<file path="config.mk">
export PLATFORM = sky130hd
export DESIGN_NAME = spd_synth_flat
export DESIGN_NICKNAME = d
export VERILOG_FILES = /design/src/core/spd_pkg.sv /design/src/core/spd_link_if.sv /design/src/core/spd_synth.sv /design/src/flat_wrapper.sv
export VERILOG_INCLUDE_DIRS = /design/src /design/src/core
export SDC_FILE = /design/constraint.sdc
export NUM_CORES = 1
export LEC_CHECK = 0
export BUFFER_PORTS_ARGS = -buffer_cell sky130_fd_sc_hd__buf_2
export CAP_MARGIN = 0
export CORE_MARGIN = 1
export CORE_UTILIZATION = 54
export CTS_BUF_LIST = sky130_fd_sc_hd__clkbuf_16
export DETAILED_ROUTE_END_ITERATION = 8
export PLACE_DENSITY_LB_ADDON = 0.2
export SYNTH_ARGS = -nofsm -noshare
export SYNTH_HDL_FRONTEND = slang
export SYNTH_SLANG_ARGS = --single-unit
</file>
<file path="constraint.sdc">
create_clock -name pclk -period 3 [get_ports pclk]
set_input_delay 0.6 -clock pclk [delete_from_list [all_inputs] [get_ports pclk]]
set_output_delay 0.6 -clock pclk [all_outputs]
set_load 0.02 [all_outputs]
</file>
<file path="src/core/spd_regs.svh">
// Purpose: Constants for the serial PLL divider control ends
// Assumes: pclk at 50 MHz; serial link sampled in the pclk domain
// Notes: Word layouts are LSB = latch select bit
`ifndef SPD_REGS_SVH
`define SPD_REGS_SVH
`define SPD_REF_WORD_BITS 16
`define SPD_DIV_WORD_BITS 20
`define SPD_SHIFT_BITS 20
`define SPD_REF_CNT_BITS 14
`define SPD_MAIN_BITS 11
`define SPD_SWAL_BITS 8
`define SPD_SEL_POS 0
`define SPD_REF_CNT_LSB 1
`define SPD_REF_RATIO_POS 15
`define SPD_SWAL_LSB 1
`define SPD_MAIN_LSB 9
`define SPD_MOD_SMALL 9'h080
`define SPD_MOD_LARGE 9'h100
`define SPD_REF_RST 14'h0008
`define SPD_MAIN_RST 11'h010
`define SPD_SWAL_RST 8'h00
`define SPD_SPIKE_CYCLES 2
`define SPD_HOST_HALF 4
`define SPD_REG_CTRL 12'h000
`define SPD_REG_REFW 12'h004
`define SPD_REG_DIVW 12'h008
`define SPD_REG_STAT 12'h00C
`endif

</file>
<file path="src/core/spd_pkg.sv">
// Purpose: Types for the two ends: host states used by the host, comparator result by the synthesizer
// Assumes: Constants come from spd_regs.svh
// Notes: Host states one-hot
package spd_pkg;
   typedef enum logic [3:0] {
      SPD_IDLE = 4'b0001,
      SPD_SHIFT = 4'b0010,
      SPD_LOAD = 4'b0100,
      SPD_DONE = 4'b1000
   } spd_host_state_t;
   typedef enum logic [1:0] {
      SPD_CMP_EQ = 2'b00,
      SPD_CMP_REF_LEADS = 2'b01,
      SPD_CMP_VCO_LEADS = 2'b10
   } spd_cmp_t;
endpackage

</file>
<file path="src/core/spd_link_if.sv">
// Purpose: Three-wire link plus polarity pin between host and synthesizer
// Assumes: Host drives data, shift clock, strobe, polarity
// Notes: No default values on the pins; host reset drives strobe low and polarity high
`timescale 1ns/10ps
`default_nettype none
interface spd_link_if;
   logic serial_data;
   logic shift_clk;
   logic latch_load_strobe;
   logic phase_polarity_select;
   modport host (
      output serial_data,
      output shift_clk,
      output latch_load_strobe,
      output phase_polarity_select
   );
   modport device (
      input serial_data,
      input shift_clk,
      input latch_load_strobe,
      input phase_polarity_select
   );
endinterface
`default_nettype wire

</file>
<file path="src/core/spd_synth.sv">
// Purpose: Synthesizer end: serial load, dividers, comparator, pump drives
// Assumes: All pins sampled in pclk; ref and VCO inputs slower than pclk/4
// Notes: Three-state outputs come as value plus enable
//
// Added by the designer: the address map and the APB register port.
`timescale 1ns/10ps
`default_nettype none
`include "spd_regs.svh"
module spd_synth #(
   parameter int SPIKE_CYCLES = `SPD_SPIKE_CYCLES
) (
   // Clock, reset, enable
   input wire logic pclk,
   input wire logic presetn,
   input wire logic clk_en,
   // Serial link
   spd_link_if.device link,
   // Oscillator and VCO inputs
   input wire logic ref_osc_input,
   input wire logic vco_input,
   // Charge pump and drives
   output logic pump_out,
   output logic pump_oe,
   output logic r_drive,
   output logic p_drive_out,
   output logic p_drive_oe,
   output logic fast_lock_switch_out,
   output logic fast_lock_switch_oe,
   output logic compare_monitor,
   output logic lock_indicator,
   // Latch view
   output logic [13:0] ref_count,
   output logic prescaler_ratio_select,
   output logic [10:0] main_count,
   output logic [7:0] swallow_count
);
   logic [4:0] s1_reg, s2_reg;
   logic sck_d_reg;
   logic [19:0] shift_reg;
   logic [13:0] ref_cnt_reg;
   logic [8:0] pre_cnt_reg;
   logic [10:0] main_cnt_reg;
   logic [7:0] swal_cnt_reg;
   logic ref_cmp_reg, vco_cmp_reg, ref_d_reg, vco_d_reg;
   logic [13:0] ref_latch_reg;
   logic ratio_latch_reg;
   logic [10:0] main_latch_reg;
   logic [7:0] swal_latch_reg;
   logic ref_lead_reg, vco_lead_reg;
   logic [3:0] spike_reg;
   logic ref_rise, vco_rise, sck_rise, le_high, pol;
   logic [8:0] modulus;
   logic pre_wrap, ref_wrap;
   spd_pkg::spd_cmp_t cmp;
   // Two-flop sync of pins: data, clock, strobe, polarity, ref, vco
   always_ff @(posedge pclk or negedge presetn) begin
      if (!presetn) begin
         s1_reg <= 5'h0_0;
         s2_reg <= 5'h0_0;
      end else if (clk_en) begin
         s1_reg <= {link.serial_data, link.shift_clk, link.latch_load_strobe,
                    link.phase_polarity_select, vco_input};
         s2_reg <= s1_reg;
      end
   end
   logic ref_s1_reg, ref_s2_reg;
   always_ff @(posedge pclk or negedge presetn) begin
      if (!presetn) begin
         ref_s1_reg <= 1'b0;
         ref_s2_reg <= 1'b0;
      end else if (clk_en) begin
         ref_s1_reg <= ref_osc_input;
         ref_s2_reg <= ref_s1_reg;
      end
   end
   assign sck_rise = s2_reg[3] & ~sck_d_reg;
   assign le_high = s2_reg[2];
   assign pol = s2_reg[1];
   assign ref_rise = ref_s2_reg & ~ref_d_reg;
   assign vco_rise = s2_reg[0] & ~vco_d_reg;
   assign modulus = ratio_latch_reg ? `SPD_MOD_SMALL : `SPD_MOD_LARGE;
   assign pre_wrap = (swal_cnt_reg != 8'h00) ? (pre_cnt_reg == modulus) : (pre_cnt_reg == modulus - 9'h001);
   assign ref_wrap = (ref_cnt_reg >= ref_latch_reg - 14'h0001);
   // Shift register and edge history
   always_ff @(posedge pclk or negedge presetn) begin
      if (!presetn) begin
         sck_d_reg <= 1'b0;
         ref_d_reg <= 1'b0;
         vco_d_reg <= 1'b0;
         shift_reg <= 20'h0_0000;
      end else if (clk_en) begin
         sck_d_reg <= s2_reg[3];
         ref_d_reg <= ref_s2_reg;
         vco_d_reg <= s2_reg[0];
         if (sck_rise) begin
            shift_reg <= {shift_reg[18:0], s2_reg[4]};
         end
      end
   end
   // Latches transfer while strobe is high; level-sensitive, so words keep loading
   always_ff @(posedge pclk or negedge presetn) begin
      if (!presetn) begin
         ref_latch_reg <= `SPD_REF_RST;
         ratio_latch_reg <= 1'b1;
         main_latch_reg <= `SPD_MAIN_RST;
         swal_latch_reg <= `SPD_SWAL_RST;
      end else if (clk_en && le_high) begin
         if (shift_reg[`SPD_SEL_POS]) begin
            ref_latch_reg <= shift_reg[14:1];
            ratio_latch_reg <= shift_reg[`SPD_REF_RATIO_POS];
         end else begin
            swal_latch_reg <= shift_reg[8:1];
            main_latch_reg <= shift_reg[19:9];
         end
      end
   end
   // pulse-swallow VCO divider; ref divider relies on host range
   always_ff @(posedge pclk or negedge presetn) begin
      if (!presetn) begin
         pre_cnt_reg <= 9'h000;
         main_cnt_reg <= 11'h000;
         swal_cnt_reg <= 8'h00;
         vco_cmp_reg <= 1'b0;
         ref_cnt_reg <= 14'h0000;
         ref_cmp_reg <= 1'b0;
      end else if (clk_en) begin
         vco_cmp_reg <= 1'b0;
         ref_cmp_reg <= 1'b0;
         if (vco_rise) begin
            if (pre_wrap) begin
               pre_cnt_reg <= 9'h000;
               if (swal_cnt_reg != 8'h00) begin
                  swal_cnt_reg <= swal_cnt_reg - 8'h01;
               end
               if (main_cnt_reg <= 11'h001) begin
                  main_cnt_reg <= main_latch_reg;
                  swal_cnt_reg <= swal_latch_reg;
                  vco_cmp_reg <= 1'b1;
               end else begin
                  main_cnt_reg <= main_cnt_reg - 11'h001;
               end
            end else begin
               pre_cnt_reg <= pre_cnt_reg + 9'h001;
            end
         end
         if (ref_rise) begin
            if (ref_wrap) begin
               ref_cnt_reg <= 14'h0000;
               ref_cmp_reg <= 1'b1;
            end else begin
               ref_cnt_reg <= ref_cnt_reg + 14'h0001;
            end
         end
         // new ratios act at once; an old large count would delay them
         if (le_high && shift_reg[`SPD_SEL_POS]) begin
            ref_cnt_reg <= 14'h0000;
         end
         if (le_high && !shift_reg[`SPD_SEL_POS]) begin
            pre_cnt_reg <= 9'h000;
            main_cnt_reg <= shift_reg[19:9];
            swal_cnt_reg <= shift_reg[8:1];
         end
      end
   end
   // tri-state phase/frequency detector with balance spike
   always_ff @(posedge pclk or negedge presetn) begin
      if (!presetn) begin
         ref_lead_reg <= 1'b0;
         vco_lead_reg <= 1'b0;
         spike_reg <= 4'h0;
      end else if (clk_en) begin
         if (spike_reg != 4'h0) begin
            spike_reg <= spike_reg - 4'h1;
         end
         if ((ref_cmp_reg | ref_lead_reg) && (vco_cmp_reg | vco_lead_reg)) begin
            ref_lead_reg <= 1'b0;
            vco_lead_reg <= 1'b0;
            spike_reg <= 4'(SPIKE_CYCLES);
         end else begin
            ref_lead_reg <= ref_lead_reg | ref_cmp_reg;
            vco_lead_reg <= vco_lead_reg | vco_cmp_reg;
         end
      end
   end
   assign cmp = ref_lead_reg ? spd_pkg::SPD_CMP_REF_LEADS :
                vco_lead_reg ? spd_pkg::SPD_CMP_VCO_LEADS : spd_pkg::SPD_CMP_EQ;
   // drive tables, spike shows as brief ref-leads pulse
   logic up, dn;
   // Spike yields to a real VCO lead so the drives never fight
   assign up = (cmp == spd_pkg::SPD_CMP_REF_LEADS) || (spike_reg != 4'h0 && cmp != spd_pkg::SPD_CMP_VCO_LEADS);
   assign dn = (cmp == spd_pkg::SPD_CMP_VCO_LEADS);
   assign pump_oe = up | dn;
   assign pump_out = pol ? up : dn;
   assign r_drive = pol ? dn : up;
   // open drain P drive, value always low
   assign p_drive_out = 1'b0;
   assign p_drive_oe = pol ? up : dn;
   assign compare_monitor = pol ? ref_cmp_reg : vco_cmp_reg;
   assign lock_indicator = ~(ref_lead_reg | vco_lead_reg);
   assign fast_lock_switch_oe = le_high & pump_oe;
   assign fast_lock_switch_out = pump_out;
   assign ref_count = ref_latch_reg;
   assign prescaler_ratio_select = ratio_latch_reg;
   assign main_count = main_latch_reg;
   assign swallow_count = swal_latch_reg;
endmodule
`default_nettype wire

</file>
<file path="src/flat_wrapper.sv">
// flat-port wrapper written by rule: the top's interface ports become plain ports
module spd_synth_flat 
#(
   parameter int SPIKE_CYCLES = `SPD_SPIKE_CYCLES
)
  (pclk, presetn, clk_en, ref_osc_input, vco_input, pump_out, pump_oe, r_drive, p_drive_out, p_drive_oe, fast_lock_switch_out, fast_lock_switch_oe, compare_monitor, lock_indicator, ref_count, prescaler_ratio_select, main_count, swallow_count, link_serial_data, link_shift_clk, link_latch_load_strobe, link_phase_polarity_select);
  spd_link_if link_i ();
  input wire logic pclk;
  input wire logic presetn;
  input wire logic clk_en;
  input wire logic ref_osc_input;
  input wire logic vco_input;
  output logic pump_out;
  output logic pump_oe;
  output logic r_drive;
  output logic p_drive_out;
  output logic p_drive_oe;
  output logic fast_lock_switch_out;
  output logic fast_lock_switch_oe;
  output logic compare_monitor;
  output logic lock_indicator;
  output logic [13:0] ref_count;
  output logic prescaler_ratio_select;
  output logic [10:0] main_count;
  output logic [7:0] swallow_count;
  input wire logic [$bits(link_i.serial_data)-1:0] link_serial_data;
  input wire logic [$bits(link_i.shift_clk)-1:0] link_shift_clk;
  input wire logic [$bits(link_i.latch_load_strobe)-1:0] link_latch_load_strobe;
  input wire logic [$bits(link_i.phase_polarity_select)-1:0] link_phase_polarity_select;
  assign link_i.serial_data = link_serial_data;
  assign link_i.shift_clk = link_shift_clk;
  assign link_i.latch_load_strobe = link_latch_load_strobe;
  assign link_i.phase_polarity_select = link_phase_polarity_select;
  spd_synth #(.SPIKE_CYCLES(SPIKE_CYCLES)) u_core (.pclk(pclk), .presetn(presetn), .clk_en(clk_en), .link(link_i), .ref_osc_input(ref_osc_input), .vco_input(vco_input), .pump_out(pump_out), .pump_oe(pump_oe), .r_drive(r_drive), .p_drive_out(p_drive_out), .p_drive_oe(p_drive_oe), .fast_lock_switch_out(fast_lock_switch_out), .fast_lock_switch_oe(fast_lock_switch_oe), .compare_monitor(compare_monitor), .lock_indicator(lock_indicator), .ref_count(ref_count), .prescaler_ratio_select(prescaler_ratio_select), .main_count(main_count), .swallow_count(swallow_count));
endmodule
</file>
==> out/metrics.cfg <==
[outcome]
status=finished, violations left
violations=negative setup slack

[sta]
maxSlewHeadroom=0.1266
tns_ps=-21.09
setup_slack_ps=-21.09
finalMaxSlewViolations=0
setup_viol=1
period_share=1.007
final.min_clock_period_ps=3021
worstMarginPinSlew_ps=1296
clock.fmax_ghz=0.3310
hold_violations=0
rsz0062_at_grt=yes
hold_ws_ps=243.4
skew_ps=8.315

[finish]
nets=713
antennaDiodeCount=0
syn_to_final_growth_pct=20.19
largest_reg_flops=20
drive_above_1_share=0.3203
fin_cells=836

[clock_tree]
root_buffer=clkbuf_16
cts_buffers=17
clock-sinks=119
clk_pin_slew_worst_paths_ps=60
cts_tree=done
cts_max_level=4
ctsLongestPathBuffers=2
holdBufCountCts=0
worstSkewPairLatency_ps=420

[critical_path]
cp.required_ps=3310
arrival_ps=3330
startpoint_type=register
slowest_delay_ps=420
crit_fanout=5
slowest_stage=dfrtp_1
cp_cell_sequence=buf_6, inv_4, ha_4, nand2b_4, nor4_4, buf_4, nand2_4, xor2_2, ha_1, nand4_1, a311o_1, nand4b_1, buf_6, nor4_2, mux2_4
crit_buf_inv=4
end_kind=register
cp_common_cell=buf_6
critPathTopFamily=simple AND/OR/NAND/NOR gates
worstSetupPathType=reg2reg

[place]
routabilityCongestion=0.8780
numPortBuffers=50
placedCellCount=797
hpwlAfterDp_mm=9.625

[die]
core_um2=11420
dieArea_um2=12140
die_h_um=110.2
start_util=0.5536
num_rows=39
ios=52
fp.dieW_um=110.2

[global_route]
grt_max_degree=61
grt_usage=0.2516
grt_pass1_wl_mm=22.65
grt_pass1_vias=4667
antenna_found_initial=0
grt.overflow.total=0

[pwr]
p_per_area_nw_per_um2=986.1
peakVddDrop_mv=0.7066
p_leak_nw=3.552

[logic_synthesis]
async_flop_share=1.000
ys_ff_latch=119
synth-edff-count=0
netlist-cell-type-count=58
avgSynthCellArea_um2=10.48
synthCells=603
syn-cell-area_um2=6321
synth_seq_area_share=0.4717
yosys_warnings=0
syn_nets=636
ys.flop_type=dfrtp_1

[detailed_routing]
drtAntennaViolNets=0
post_drt_wl_per_cell_um=16.84
firstDrtPassIters=5
drt_iter0_markers=296
drt_wl_total_mm=14.08
avgViaCountPerCell=5.760
drcViolationCount=0
num_vias=4815

[run]
drv_cap=0

[hold_path]
hold_path.class=in2async

[power breakdown]
part	leakage, nW	switching (mW)	internal (mW)	total [mW]
clock	0.253	0.769	1.05	1.82
combinational	1.77	1.64	1.52	3.16
sequential	1.53	0.500	2.01	2.51
[layout by cell type (no fill, tap or decap), types with 5 or more instances in the layout]
cell / count
dfrtp_1: 116
mux2_2: 67
nand2_1: 63
nor2_1: 54
buf_2: 49
buf_4: 29
o21ai_0: 27
ha_1: 23
xnor2_1: 21
clkbuf_16: 17
inv_1: 15
xor2_1: 15
a21oi_1: 14
o211ai_1: 12
nand3_1: 11
nand2b_1: 9
a31oi_1: 9
nand4_1: 8
nor3_1: 8
and2_1: 7
mux2_4: 7
o21a_1: 5
[final timing paths]
check / startpoint / end / slack [ps] / cells past startpoint
setup / recovery: u_core.ref_count[1] / u_core.ref_cnt_reg[11] / -20 / 15
hold / removal: presetn / u_core.ref_cnt_reg[8] / 240 / 1
setup reg to reg: u_core.ref_count[1] / u_core.ref_cnt_reg[11] / -20 / 15
hold reg to reg: u_core.s1_reg[1] / u_core.s2_reg[1] / 500 / 1
max in group asynchronous: presetn / u_core.prescaler_ratio_select / 1900 / 2
min in group pclk: link_shift_clk / u_core.s1_reg[3] / 410 / 2
[layout make-up]
class	count	area, um^2
Inverter	17	66.31
Fill cell	907	3821
Clock buffer	17	425.4
Tap cell	143	178.9
Clock inverter	15	106.4
Timing Repair Buffer	83	528.0
Sequential cell	119	2982
Multi-Input combinational cell	442	3311
[cells in the mapped netlist, drive strengths merged, types with 3 or more instances]
master	n	area [um^2]
and4	3	26.28
and3	4	25.02
o22ai	3	18.77
nand4	8	50.05
o211ai	12	90.09
nor2	55	206.5
ha	24	300.3
dfstp	3	78.83
a31oi	9	56.30
o21a	5	37.54
a21oi	15	86.34
nand2	65	244.0
xor2	16	140.1
nand3	11	55.05
dfrtp	116	2903
nor4	10	68.81
o31ai	3	22.52
buf	9	55.05
and2	7	43.79
or2	4	25.03
xnor2	21	183.9
mux2	74	855.8
nor3	9	45.04
mux2i	3	30.03
or4	4	37.53
inv	17	63.81
a211o	3	26.28
or3	3	18.77
clkbuf	16	60.06
o21ai	34	170.2
nor2b	4	25.02
nand2b	10	62.56
[metal layers]
metal | GRT usage | up-vias | share of wire
met2 | 0.4000 | 106 | 0.49
met5 | 0 | - | 0
li1 | - | 2292 | -
met4 | 0.09023 | 0 | 0.015
met1 | 0.3265 | 2395 | 0.45
met3 | 0.07584 | 22 | 0.042
[metrics by stage]
step                      utilization  power (mW)  instance area (um^2)  setup slack [ps]
final                          0.6654       7.492                  7597            -21.09
after global routing           0.6654       8.015                  7597            -158.7
after CTS                      0.6504       7.213                  7427             6.789
after detailed placement       0.5999       5.283                  6850            -139.2
after global placement         0.5999       5.153                  6850             50.12
after floorplan                     -       4.440                  6327             25.27
[cells by family (layout without fill, tap and decap cells)]
kind of cell	count (synthesis)	count (layout)	share of synthesized area
AND/OR/NAND/NOR	203	203	0.1554
AO/OA/AOI/OAI	100	100	0.1051
XOR/XNOR	37	37	0.05127
flip-flops	119	119	0.4717
multiplexers	77	77	0.1401
buffers and inverters	42	132	0.02831
other	1	1	0.0005933
adder cells (fa/ha/maj)	24	24	0.04751
[what timing repair did]
| item | CTS | global route |
|---|---|---|
| buffers inserted | 1 | 5 |
| endpoints found under the setup margin | 11 | 21 |
| pin swaps | 1 | 15 |
| resized for setup | 6 | 33 |
| cloned | 0 | 1 |
No activity file was read; power rests on OpenSTA's default activity.
